===== config.mk =====
export PLATFORM = sky130hd
export DESIGN_NAME = csc_current_sink_control
export DESIGN_NICKNAME = d
export VERILOG_FILES = /design/src/hdl/csc_pkg.sv /design/src/hdl/csc_current_sink_control.sv
export SDC_FILE = /design/constraint.sdc
export NUM_CORES = 1
export LEC_CHECK = 0
export BUFFER_PORTS_ARGS = -buffer_cell sky130_fd_sc_hd__buf_2
export CAP_MARGIN = 10
export CORE_MARGIN = 2
export CORE_UTILIZATION = 30
export CTS_BUF_LIST = sky130_fd_sc_hd__clkbuf_4
export DETAILED_ROUTE_END_ITERATION = 7
export PLACE_DENSITY = 0.47
export SETUP_SLACK_MARGIN = 0.1
export SLEW_MARGIN = 40
export SYNTH_ARGS = -nofsm -noshare
export SYNTH_HDL_FRONTEND = slang
export SYNTH_SLANG_ARGS = --single-unit

===== constraint.sdc =====
create_clock -name clk -period 2.67 [get_ports clk]
set_input_delay 0.1335 -clock clk [delete_from_list [all_inputs] [get_ports clk]]
set_output_delay 0.1335 -clock clk [all_outputs]
set_load 0.02 [all_outputs]

===== src/hdl/csc_pkg.sv =====
package csc_pkg;
    localparam int CSC_NUM_SINKS = 5;
    localparam int CSC_NUM_GATE_PINS = 3;
    localparam int CSC_ADDR_W = 8;
    localparam int CSC_DATA_W = 8;

    localparam logic [7:0] CSC_ADDR_SINK1_LEVEL = 8'h24;
    localparam logic [7:0] CSC_ADDR_SINK2_LEVEL = 8'h25;
    localparam logic [7:0] CSC_ADDR_SINK3_LEVEL = 8'h26;
    localparam logic [7:0] CSC_ADDR_SINK4_LEVEL = 8'h27;
    localparam logic [7:0] CSC_ADDR_SINK1_TO_4_MODE = 8'h28;
    localparam logic [7:0] CSC_ADDR_SINK5_LEVEL = 8'h29;
    localparam logic [7:0] CSC_ADDR_SINK1_TO_4_PIN_SELECT = 8'h2a;
    localparam logic [7:0] CSC_ADDR_SINK5_MODE_AND_PIN_SELECT = 8'h19;
    localparam logic [7:0] CSC_ADDR_SINK_STATUS = 8'h2c;

    localparam logic [7:0] CSC_LEVEL_RESET = 8'h00;
    localparam logic [7:0] CSC_LEVEL_OFF = 8'h00;
    localparam logic [7:0] CSC_BYTE_RESET = 8'h00;
    localparam logic [7:0] CSC_READ_UNMAPPED = 8'h00;
    localparam logic [3:0] CSC_SINK5_CTRL_USED = 4'h0;

    localparam int CSC_FIELD_W = 2;
    localparam int CSC_SINK5_MODE_LSB = 0;
    localparam int CSC_SINK5_SEL_LSB = 2;

    typedef enum logic [1:0] {
        CSC_MODE_OFF = 2'b00,
        CSC_MODE_ACTIVE = 2'b01,
        CSC_MODE_GATED = 2'b10,
        CSC_MODE_GATED_ALT = 2'b11
    } csc_mode_t;

    typedef enum logic [1:0] {
        CSC_SEL_PIN_ONE = 2'b00,
        CSC_SEL_PIN_TWO = 2'b01,
        CSC_SEL_PIN_THREE = 2'b10,
        CSC_SEL_UNDEFINED = 2'b11
    } csc_sel_t;

    typedef struct packed {
        logic [CSC_ADDR_W-1:0] addr;
        logic [CSC_DATA_W-1:0] wdata;
        logic wr;
        logic rd;
    } csc_bus_req_t;

    typedef struct packed {
        logic [CSC_NUM_SINKS-1:0] drive;
        logic [CSC_NUM_SINKS-1:0][7:0] level;
    } csc_sink_out_t;
endpackage


===== src/hdl/csc_current_sink_control.sv =====
module csc_current_sink_control
    import csc_pkg::*;
#(
    parameter int NUM_SINKS = csc_pkg::CSC_NUM_SINKS
) (
    input wire logic clk, // 200 MHz system clock
    input wire logic rst_n, // async active-low reset
    input wire csc_pkg::csc_bus_req_t bus_req, // register port request
    output logic [7:0] bus_rdata, // read data, cycle after read strobe
    input wire logic [2:0] general_pin_in, // general pins one..three levels
    output csc_pkg::csc_sink_out_t sink_out, // per-sink drive enable and level
    output logic [4:0] sink_pin_on // sink pins drawing current
);
    import csc_pkg::*;

    typedef struct packed {
        logic [3:0][7:0] level14;
        logic [7:0] level5;
        logic [7:0] mode14;
        logic [7:0] sel14;
        logic [3:0] ctrl5;
        logic [2:0] pin_meta;
        logic [2:0] pin_sync;
        logic [7:0] rdata;
        csc_sink_out_t sout;
        logic [4:0] pin_on;
    } csc_state_t;

    csc_state_t s_q;
    csc_state_t s_d;

    // level of the gating pin chosen by a selector; code 11 has no pin behind it
    function automatic logic csc_gate_level(input logic [1:0] sel, input logic [2:0] pins);
        logic level;
        level = 1'b0;
        unique case (csc_sel_t'(sel))
            CSC_SEL_PIN_ONE: begin
                level = pins[0];
            end
            CSC_SEL_PIN_TWO: begin
                level = pins[1];
            end
            CSC_SEL_PIN_THREE: begin
                level = pins[2];
            end
            CSC_SEL_UNDEFINED: begin
                level = 1'b0;
            end
        endcase
        return level;
    endfunction

    // mode decode; upper bit set means pin-gated
    function automatic logic csc_sink_on(input logic [1:0] mode, input logic [1:0] sel,
                                         input logic [2:0] pins);
        logic on;
        on = 1'b0;
        unique case (csc_mode_t'(mode))
            CSC_MODE_OFF: begin
                on = 1'b0;
            end
            CSC_MODE_ACTIVE: begin
                on = 1'b1;
            end
            CSC_MODE_GATED, CSC_MODE_GATED_ALT: begin
                on = csc_gate_level(sel, pins);
            end
        endcase
        return on;
    endfunction

    // two-bit field number idx of a shared byte
    function automatic logic [1:0] csc_field(input logic [7:0] byte_v, input int idx);
        return byte_v[idx*CSC_FIELD_W +: CSC_FIELD_W];
    endfunction

    // register writes; unmapped addresses are ignored
    function automatic csc_state_t csc_write_regs(input csc_state_t st, input csc_bus_req_t req);
        csc_state_t nx;
        nx = st;
        if (req.wr) begin
            unique case (req.addr)
                CSC_ADDR_SINK1_LEVEL: begin
                    nx.level14[0] = req.wdata;
                end
                CSC_ADDR_SINK2_LEVEL: begin
                    nx.level14[1] = req.wdata;
                end
                CSC_ADDR_SINK3_LEVEL: begin
                    nx.level14[2] = req.wdata;
                end
                CSC_ADDR_SINK4_LEVEL: begin
                    nx.level14[3] = req.wdata;
                end
                CSC_ADDR_SINK1_TO_4_MODE: begin
                    nx.mode14 = req.wdata;
                end
                CSC_ADDR_SINK5_LEVEL: begin
                    nx.level5 = req.wdata;
                end
                CSC_ADDR_SINK1_TO_4_PIN_SELECT: begin
                    nx.sel14 = req.wdata;
                end
                CSC_ADDR_SINK5_MODE_AND_PIN_SELECT: begin
                    nx.ctrl5 = req.wdata[3:0];
                end
                default: begin
                end
            endcase
        end
        return nx;
    endfunction

    // read-back multiplexer; status is read-only
    function automatic logic [7:0] csc_read_mux(input logic [7:0] addr, input csc_state_t st);
        logic [7:0] data;
        data = CSC_READ_UNMAPPED;
        unique case (addr)
            CSC_ADDR_SINK1_LEVEL: begin
                data = st.level14[0];
            end
            CSC_ADDR_SINK2_LEVEL: begin
                data = st.level14[1];
            end
            CSC_ADDR_SINK3_LEVEL: begin
                data = st.level14[2];
            end
            CSC_ADDR_SINK4_LEVEL: begin
                data = st.level14[3];
            end
            CSC_ADDR_SINK1_TO_4_MODE: begin
                data = st.mode14;
            end
            CSC_ADDR_SINK5_LEVEL: begin
                data = st.level5;
            end
            CSC_ADDR_SINK1_TO_4_PIN_SELECT: begin
                data = st.sel14;
            end
            CSC_ADDR_SINK5_MODE_AND_PIN_SELECT: begin
                data = {CSC_SINK5_CTRL_USED, st.ctrl5};
            end
            CSC_ADDR_SINK_STATUS: begin
                data = {3'b000, st.pin_on};
            end
            default: begin
                data = CSC_READ_UNMAPPED;
            end
        endcase
        return data;
    endfunction

    logic [4:0][1:0] mode_v;
    logic [4:0][1:0] sel_v;
    logic [4:0][7:0] level_v;
    logic [4:0] on_v;
    logic [4:0] lit_v;

    genvar gi;
    generate
        for (gi = 0; gi < 4; gi++) begin : g_fields
            assign mode_v[gi] = csc_field(s_q.mode14, gi);
            assign sel_v[gi] = csc_field(s_q.sel14, gi);
            assign level_v[gi] = s_q.level14[gi];
        end
    endgenerate
    assign mode_v[4] = s_q.ctrl5[CSC_SINK5_MODE_LSB +: CSC_FIELD_W];
    assign sel_v[4] = s_q.ctrl5[CSC_SINK5_SEL_LSB +: CSC_FIELD_W];
    assign level_v[4] = s_q.level5;

    generate
        for (gi = 0; gi < CSC_NUM_SINKS; gi++) begin : g_sinks
            assign on_v[gi] = csc_sink_on(mode_v[gi], sel_v[gi], s_q.pin_sync);
            assign lit_v[gi] = on_v[gi] && (level_v[gi] != CSC_LEVEL_OFF);
        end
    endgenerate

    always_comb begin
        s_d = s_q;

        // two-flop synchroniser; only pin_sync feeds the gating logic
        s_d.pin_meta = general_pin_in;
        s_d.pin_sync = s_q.pin_meta;

        s_d = csc_write_regs(s_d, bus_req);

        // read data stands one cycle, zero otherwise
        s_d.rdata = CSC_READ_UNMAPPED;
        if (bus_req.rd) begin
            s_d.rdata = csc_read_mux(bus_req.addr, s_q);
        end

        // level code passes through; the analog side turns it into current
        for (int i = 0; i < CSC_NUM_SINKS; i++) begin
            s_d.sout.level[i] = level_v[i];
            s_d.sout.drive[i] = lit_v[i];
            s_d.pin_on[i] = lit_v[i];
        end
    end

    always_ff @(posedge clk or negedge rst_n) begin
        if (!rst_n) begin
            s_q.level14 <= {4{CSC_LEVEL_RESET}};
            s_q.level5 <= CSC_LEVEL_RESET;
            s_q.mode14 <= CSC_BYTE_RESET;
            s_q.sel14 <= CSC_BYTE_RESET;
            s_q.ctrl5 <= CSC_BYTE_RESET[3:0];
            s_q.pin_meta <= 3'b000;
            s_q.pin_sync <= 3'b000;
            s_q.rdata <= CSC_READ_UNMAPPED;
            s_q.sout <= '0;
            s_q.pin_on <= 5'b0_0000;
        end else begin
            s_q <= s_d;
        end
    end

    assign bus_rdata = s_q.rdata;
    assign sink_out = s_q.sout;
    assign sink_pin_on = s_q.pin_on;
endmodule // csc_current_sink_control


; Word-level counts from Yosys, hierarchy flattened
; Cells that the tools add are included.
; W data, S select, Z words.
[word_totals]
register_bits = 119
out_inout_bits = 58
word_cells = 101
[op_classes]
n_eq_ne = 39
mux = 12
n_reduce_logical = 33
[ops]
columns = operator, n
row1 = $pmux W8 S9, 1
row2 = $eq A8 B6 Y1 const B, 8
row3 = $eq A2 B2 Y1 const B, 20
row4 = $reduce_bool A8 Y1, 5
row5 = $eq A2 B1 Y1 const B, 10
row6 = $logic_not A2 Y1, 10
row7 = $pmux W1 S4, 5
row8 = $reduce_and A2 Y1, 8
row9 = $pmux W1 S3, 5
row10 = $reduce_or A2 Y1, 5
row11 = $eq A8 B5 Y1 const B, 1
row12 = $mux W8, 1
row13 = $logic_and A1 B1 Y1, 5

; Depth between registers and ports, before layout
[logic_depth]
word_depth = 4
mapped_depth = 7

; Worst setup path before layout
; OpenSTA, ideal clock, no wires.
[synth_path]
path_type = in2reg
start = in bus_req[17] (netlist name)
end = reg s_q, in the netlist level_v[32]
arrival_ns = 1.648
setup_slack_ns = 0.897
cell_stages = 6
path_buffers = 2
path_cell_list = or4b_1 > buf_4 > nor3b_4 > and2_1 > buf_4 > mux2_2
[synth_between]
elab_chain_cells = 2
[synth_lines]
columns = element, line
row1 = "start, declared", csc_current_sink_control.sv:8  ; input wire csc_pkg::csc_bus_req_t bus_req,
row2 = $eq A8 B6 Y1, csc_current_sink_control.sv:82  ; unique case (req.addr)
row3 = $reduce_and A2 Y1 (no source line), -
row4 = "end, declared", csc_current_sink_control.sv:29  ; csc_state_t s_q;
; No other way between the ends.
; A chain may end at the register's enable or synchronous reset.

; Final worst setup path
[layout_path]
start = in bus_req[17] (netlist name)
end = reg s_q, in the netlist level_v[33]
; The elaborated chain is that of the path after synthesis.

==> results.sh <==
export IMPL_numPortBuffers=80
export IMPL_antenna_found_initial=2
export IMPL_drc=0
export IMPL_routed_wl_um=12400
export IMPL_grt_use_total_pct=14.6
export IMPL_area_growth_pct=12.0
export IMPL_worstPathRequired_ns=3.06
export IMPL_rsz0062_at_grt="no"
export IMPL_fin_crit_ns=1.75
export IMPL_synthTopCellsByArea="dfrtp_1, mux2_2, buf_4, mux2i_1, mux4_2"
export IMPL_clk_pin_slew_ns=0.11
export IMPL_status="complete, no violations"
export IMPL_synthCells=379
export IMPL_synthFlopType="dfrtp_1"
export IMPL_num_io_pins=81
export IMPL_final_antenna_net_count=0
export IMPL_ctsResizeCount=0
export IMPL_gp_congestion=0.819
export IMPL_dr_pass1_iters=6
export IMPL_fin_setup_tns_ns=0
export IMPL_drtIter0Drc=231
export IMPL_r2r_start="level_v[30]"
export IMPL_crit_arrival_ns=2.14
export IMPL_cp_end_kind="register"
export IMPL_crit_type="in -> reg"
export IMPL_grt_first_pass_wirelength_um=19600
export IMPL_ff_latch_area_um2=2980
export IMPL_cts_sinks=119
export IMPL_yosys_warnings=0
export IMPL_die_x_um=135
export IMPL_finalSetupViolCount=0
export IMPL_cts_buffer_depth=2
export IMPL_syn_nets=402
export IMPL_grt_max_degree=55
export IMPL_core_um2=16600
export IMPL_synth_top_area_share_pct=58.0
export IMPL_layout_drive_gt1_share_pct=42.9
export IMPL_post_route_period_util_pct=65.6
export IMPL_cts_hold_fix_buffers=13
export IMPL_worstMarginPinSlew_ns=0.735
export IMPL_dp_slack_ns=0.422
export IMPL_layout_nets=452
export IMPL_ys_seq_area_share_pct=58.0
export IMPL_die_y_um=135
export IMPL_post_place_cells=617
export IMPL_rrSetupSlack_ns=1.24
export IMPL_cts_root_buf="clkbuf_4"
export IMPL_grt_overflow_total=0
export IMPL_maxSlewHeadroom_pct=50.3
export IMPL_hold_class="in -> async"
export IMPL_dieArea_um2=18200
export IMPL_worst_clock_skew_ns=0.0139
export IMPL_synth_enable_flop_cells=0
export IMPL_report_final_hold_viol_count=0
export IMPL_start_util_pct=30.8
export IMPL_slew_violations=0
export IMPL_ir_worst_vdd_mv=0.291
export IMPL_dr_total_vias=3202
export IMPL_routedWlPerCell_um=18.7
export IMPL_drv_cap=0
export IMPL_worstPathMaxFanout=9
export IMPL_numCtsBuffers=17
export IMPL_grt_pass1_vias=3291
export IMPL_avgSynthCellArea_um2=13.5
export IMPL_multiInputGateArea_um2=1640
export IMPL_setup_ws_ns=0.920
export IMPL_fin_cells=663
export IMPL_fmax_mhz=571
export IMPL_core_rowCount=47
export IMPL_tritoncts="done"
export IMPL_post_cts_buffers=0
export IMPL_via_per_inst=4.83
export IMPL_synth_seq_cells=119
export IMPL_clk_latency_ns=0.51
export IMPL_yosysTopAreaCell="dfrtp_1"
export IMPL_p_leak_nw=2.93
export IMPL_hpwl_um=8970
export IMPL_cp_start_kind="input pin"
export IMPL_async_flop_share_pct=100
export IMPL_synth_cell_type_count=42
export IMPL_syn_area_um2=5130
export IMPL_rr_worst_depth=3
export IMPL_nFillCells=1690
export IMPL_power_density_nw_per_um2=592
export IMPL_cts_max_level=4
export IMPL_regToRegEndpoint="bus_rdata[6]"
[critical path, cell delays in order]
cell	delay, ns
buf_2	0.11
or4b_1	0.75
nor3b_4	0.35
and2_1	0.41
mux2_2	0.38
[flip-flops by register name, summed over array words and instances, names as in the netlist]
| register | count |
|---|---|
| sink_pin_on | 5 |
| s_d | 3 |
| sink_out | 40 |
| s_q | 13 |
| bus_rdata | 8 |
| level_v | 40 |
| mode_v | 10 |
[how the worst max path moves through the flow]
stage | startpoint | endpoint | slack, ns | depth (start not counted)
floorplan | bus_req[17] | level_v[32] | 0.90 | 6
global placement | bus_req[17] | level_v[35] | 0.49 | 5
detailed placement | bus_req[17] | level_v[38] | 0.42 | 5
CTS | bus_req[17] | level_v[33] | 0.99 | 5
global route | bus_req[13] | level_v[38] | 0.86 | 5
finish | bus_req[17] | level_v[33] | 0.92 | 5
[cells by family after synthesis]
kind of cell / Yosys count / synth area share [%]
flops: 119 / 58.0
buf+inv: 75 / 10.0
compound gates: 45 / 5.93
mux: 80 / 18.3
simple gates: 60 / 7.73
[area by class of cell]
| cell class | count | area share (%) |
|---|---|---|
| Inverter | 6 | 0.392 |
| Multi-Input combinational cell | 185 | 28.5 |
| Tap cell | 220 | 4.79 |
| Antenna cell | 2 | 0.0871 |
| Clock buffer | 19 | 2.48 |
| Sequential cell | 119 | 51.8 |
| Clock inverter | 12 | 1.52 |
| Timing Repair Buffer | 100 | 10.4 |
[metrics by stage]
step / hold WS (ns) / cell area (um^2) / power, W / util [%]
final: 0.0868 / 5750 / 0.00340 / 34.5
after global placement: 0.0793 / 5380 / 0.00232 / 32.3
after CTS: 0.0398 / 5740 / 0.00345 / 34.5
after floorplan: -0.162 / 5130 / 0.00219 / -
after global routing: 0.0503 / 5750 / 0.00358 / 34.5
after detailed placement: 0.0917 / 5380 / 0.00232 / 32.3
[cell usage in the layout (no fill, tap or decap), types with 2 or more instances in the layout]
cell / netlist / layout
a222oi_1: 3 / 3
buf_2: 4 / 79
inv_1: 6 / 6
dfrtp_1: 119 / 119
nor2b_1: 3 / 3
nor4_1: 14 / 14
nand2_1: 12 / 12
a21oi_1: 11 / 11
o2bb2ai_1: 7 / 7
mux2i_1: 19 / 19
mux4_2: 4 / 4
nor2_1: 10 / 10
clkinvlp_4: 0 / 2
clkbuf_4: 0 / 19
a22oi_1: 5 / 5
nor4b_1: 2 / 2
diode_2: 0 / 2
nor3_1: 2 / 2
dlygate4sd3_1: 0 / 13
buf_4: 61 / 7
o21ai_0: 7 / 7
nand3_2: 3 / 3
a31oi_1: 7 / 7
mux2_4: 4 / 4
clkinv_2: 0 / 7
mux2_2: 53 / 53
clkinv_1: 0 / 2
[power by group]
group,internal [W],switching [W]
clock network,0.000458,0.000649
logic,0.000136,0.000207
registers,0.00188,0.0000693
[cells in the mapped netlist, types with 2 or more instances]
library cell,instances
dfrtp_1,119
buf_4,61
mux2_2,53
mux2i_1,19
nor4_1,14
nand2_1,12
a21oi_1,11
nor2_1,10
a31oi_1,7
o21ai_0,7
o2bb2ai_1,7
inv_1,6
a22oi_1,5
buf_2,4
mux2_4,4
mux4_2,4
a222oi_1,3
buf_1,3
nand3_2,3
nor2b_1,3
nor3_1,2
nor4b_1,2
[layer usage]
layer / vias to the layer above / global-route usage (%) / wire [um]
met2: 119 / 20.9 / 5560
met1: 1660 / 21.1 / 5880
met4: 0 / 5.26 / 121
li1: 1417 / - / -
met3: 6 / 4.32 / 818
met5: - / 0 / 0
Power figures use the tool's default switching activity.
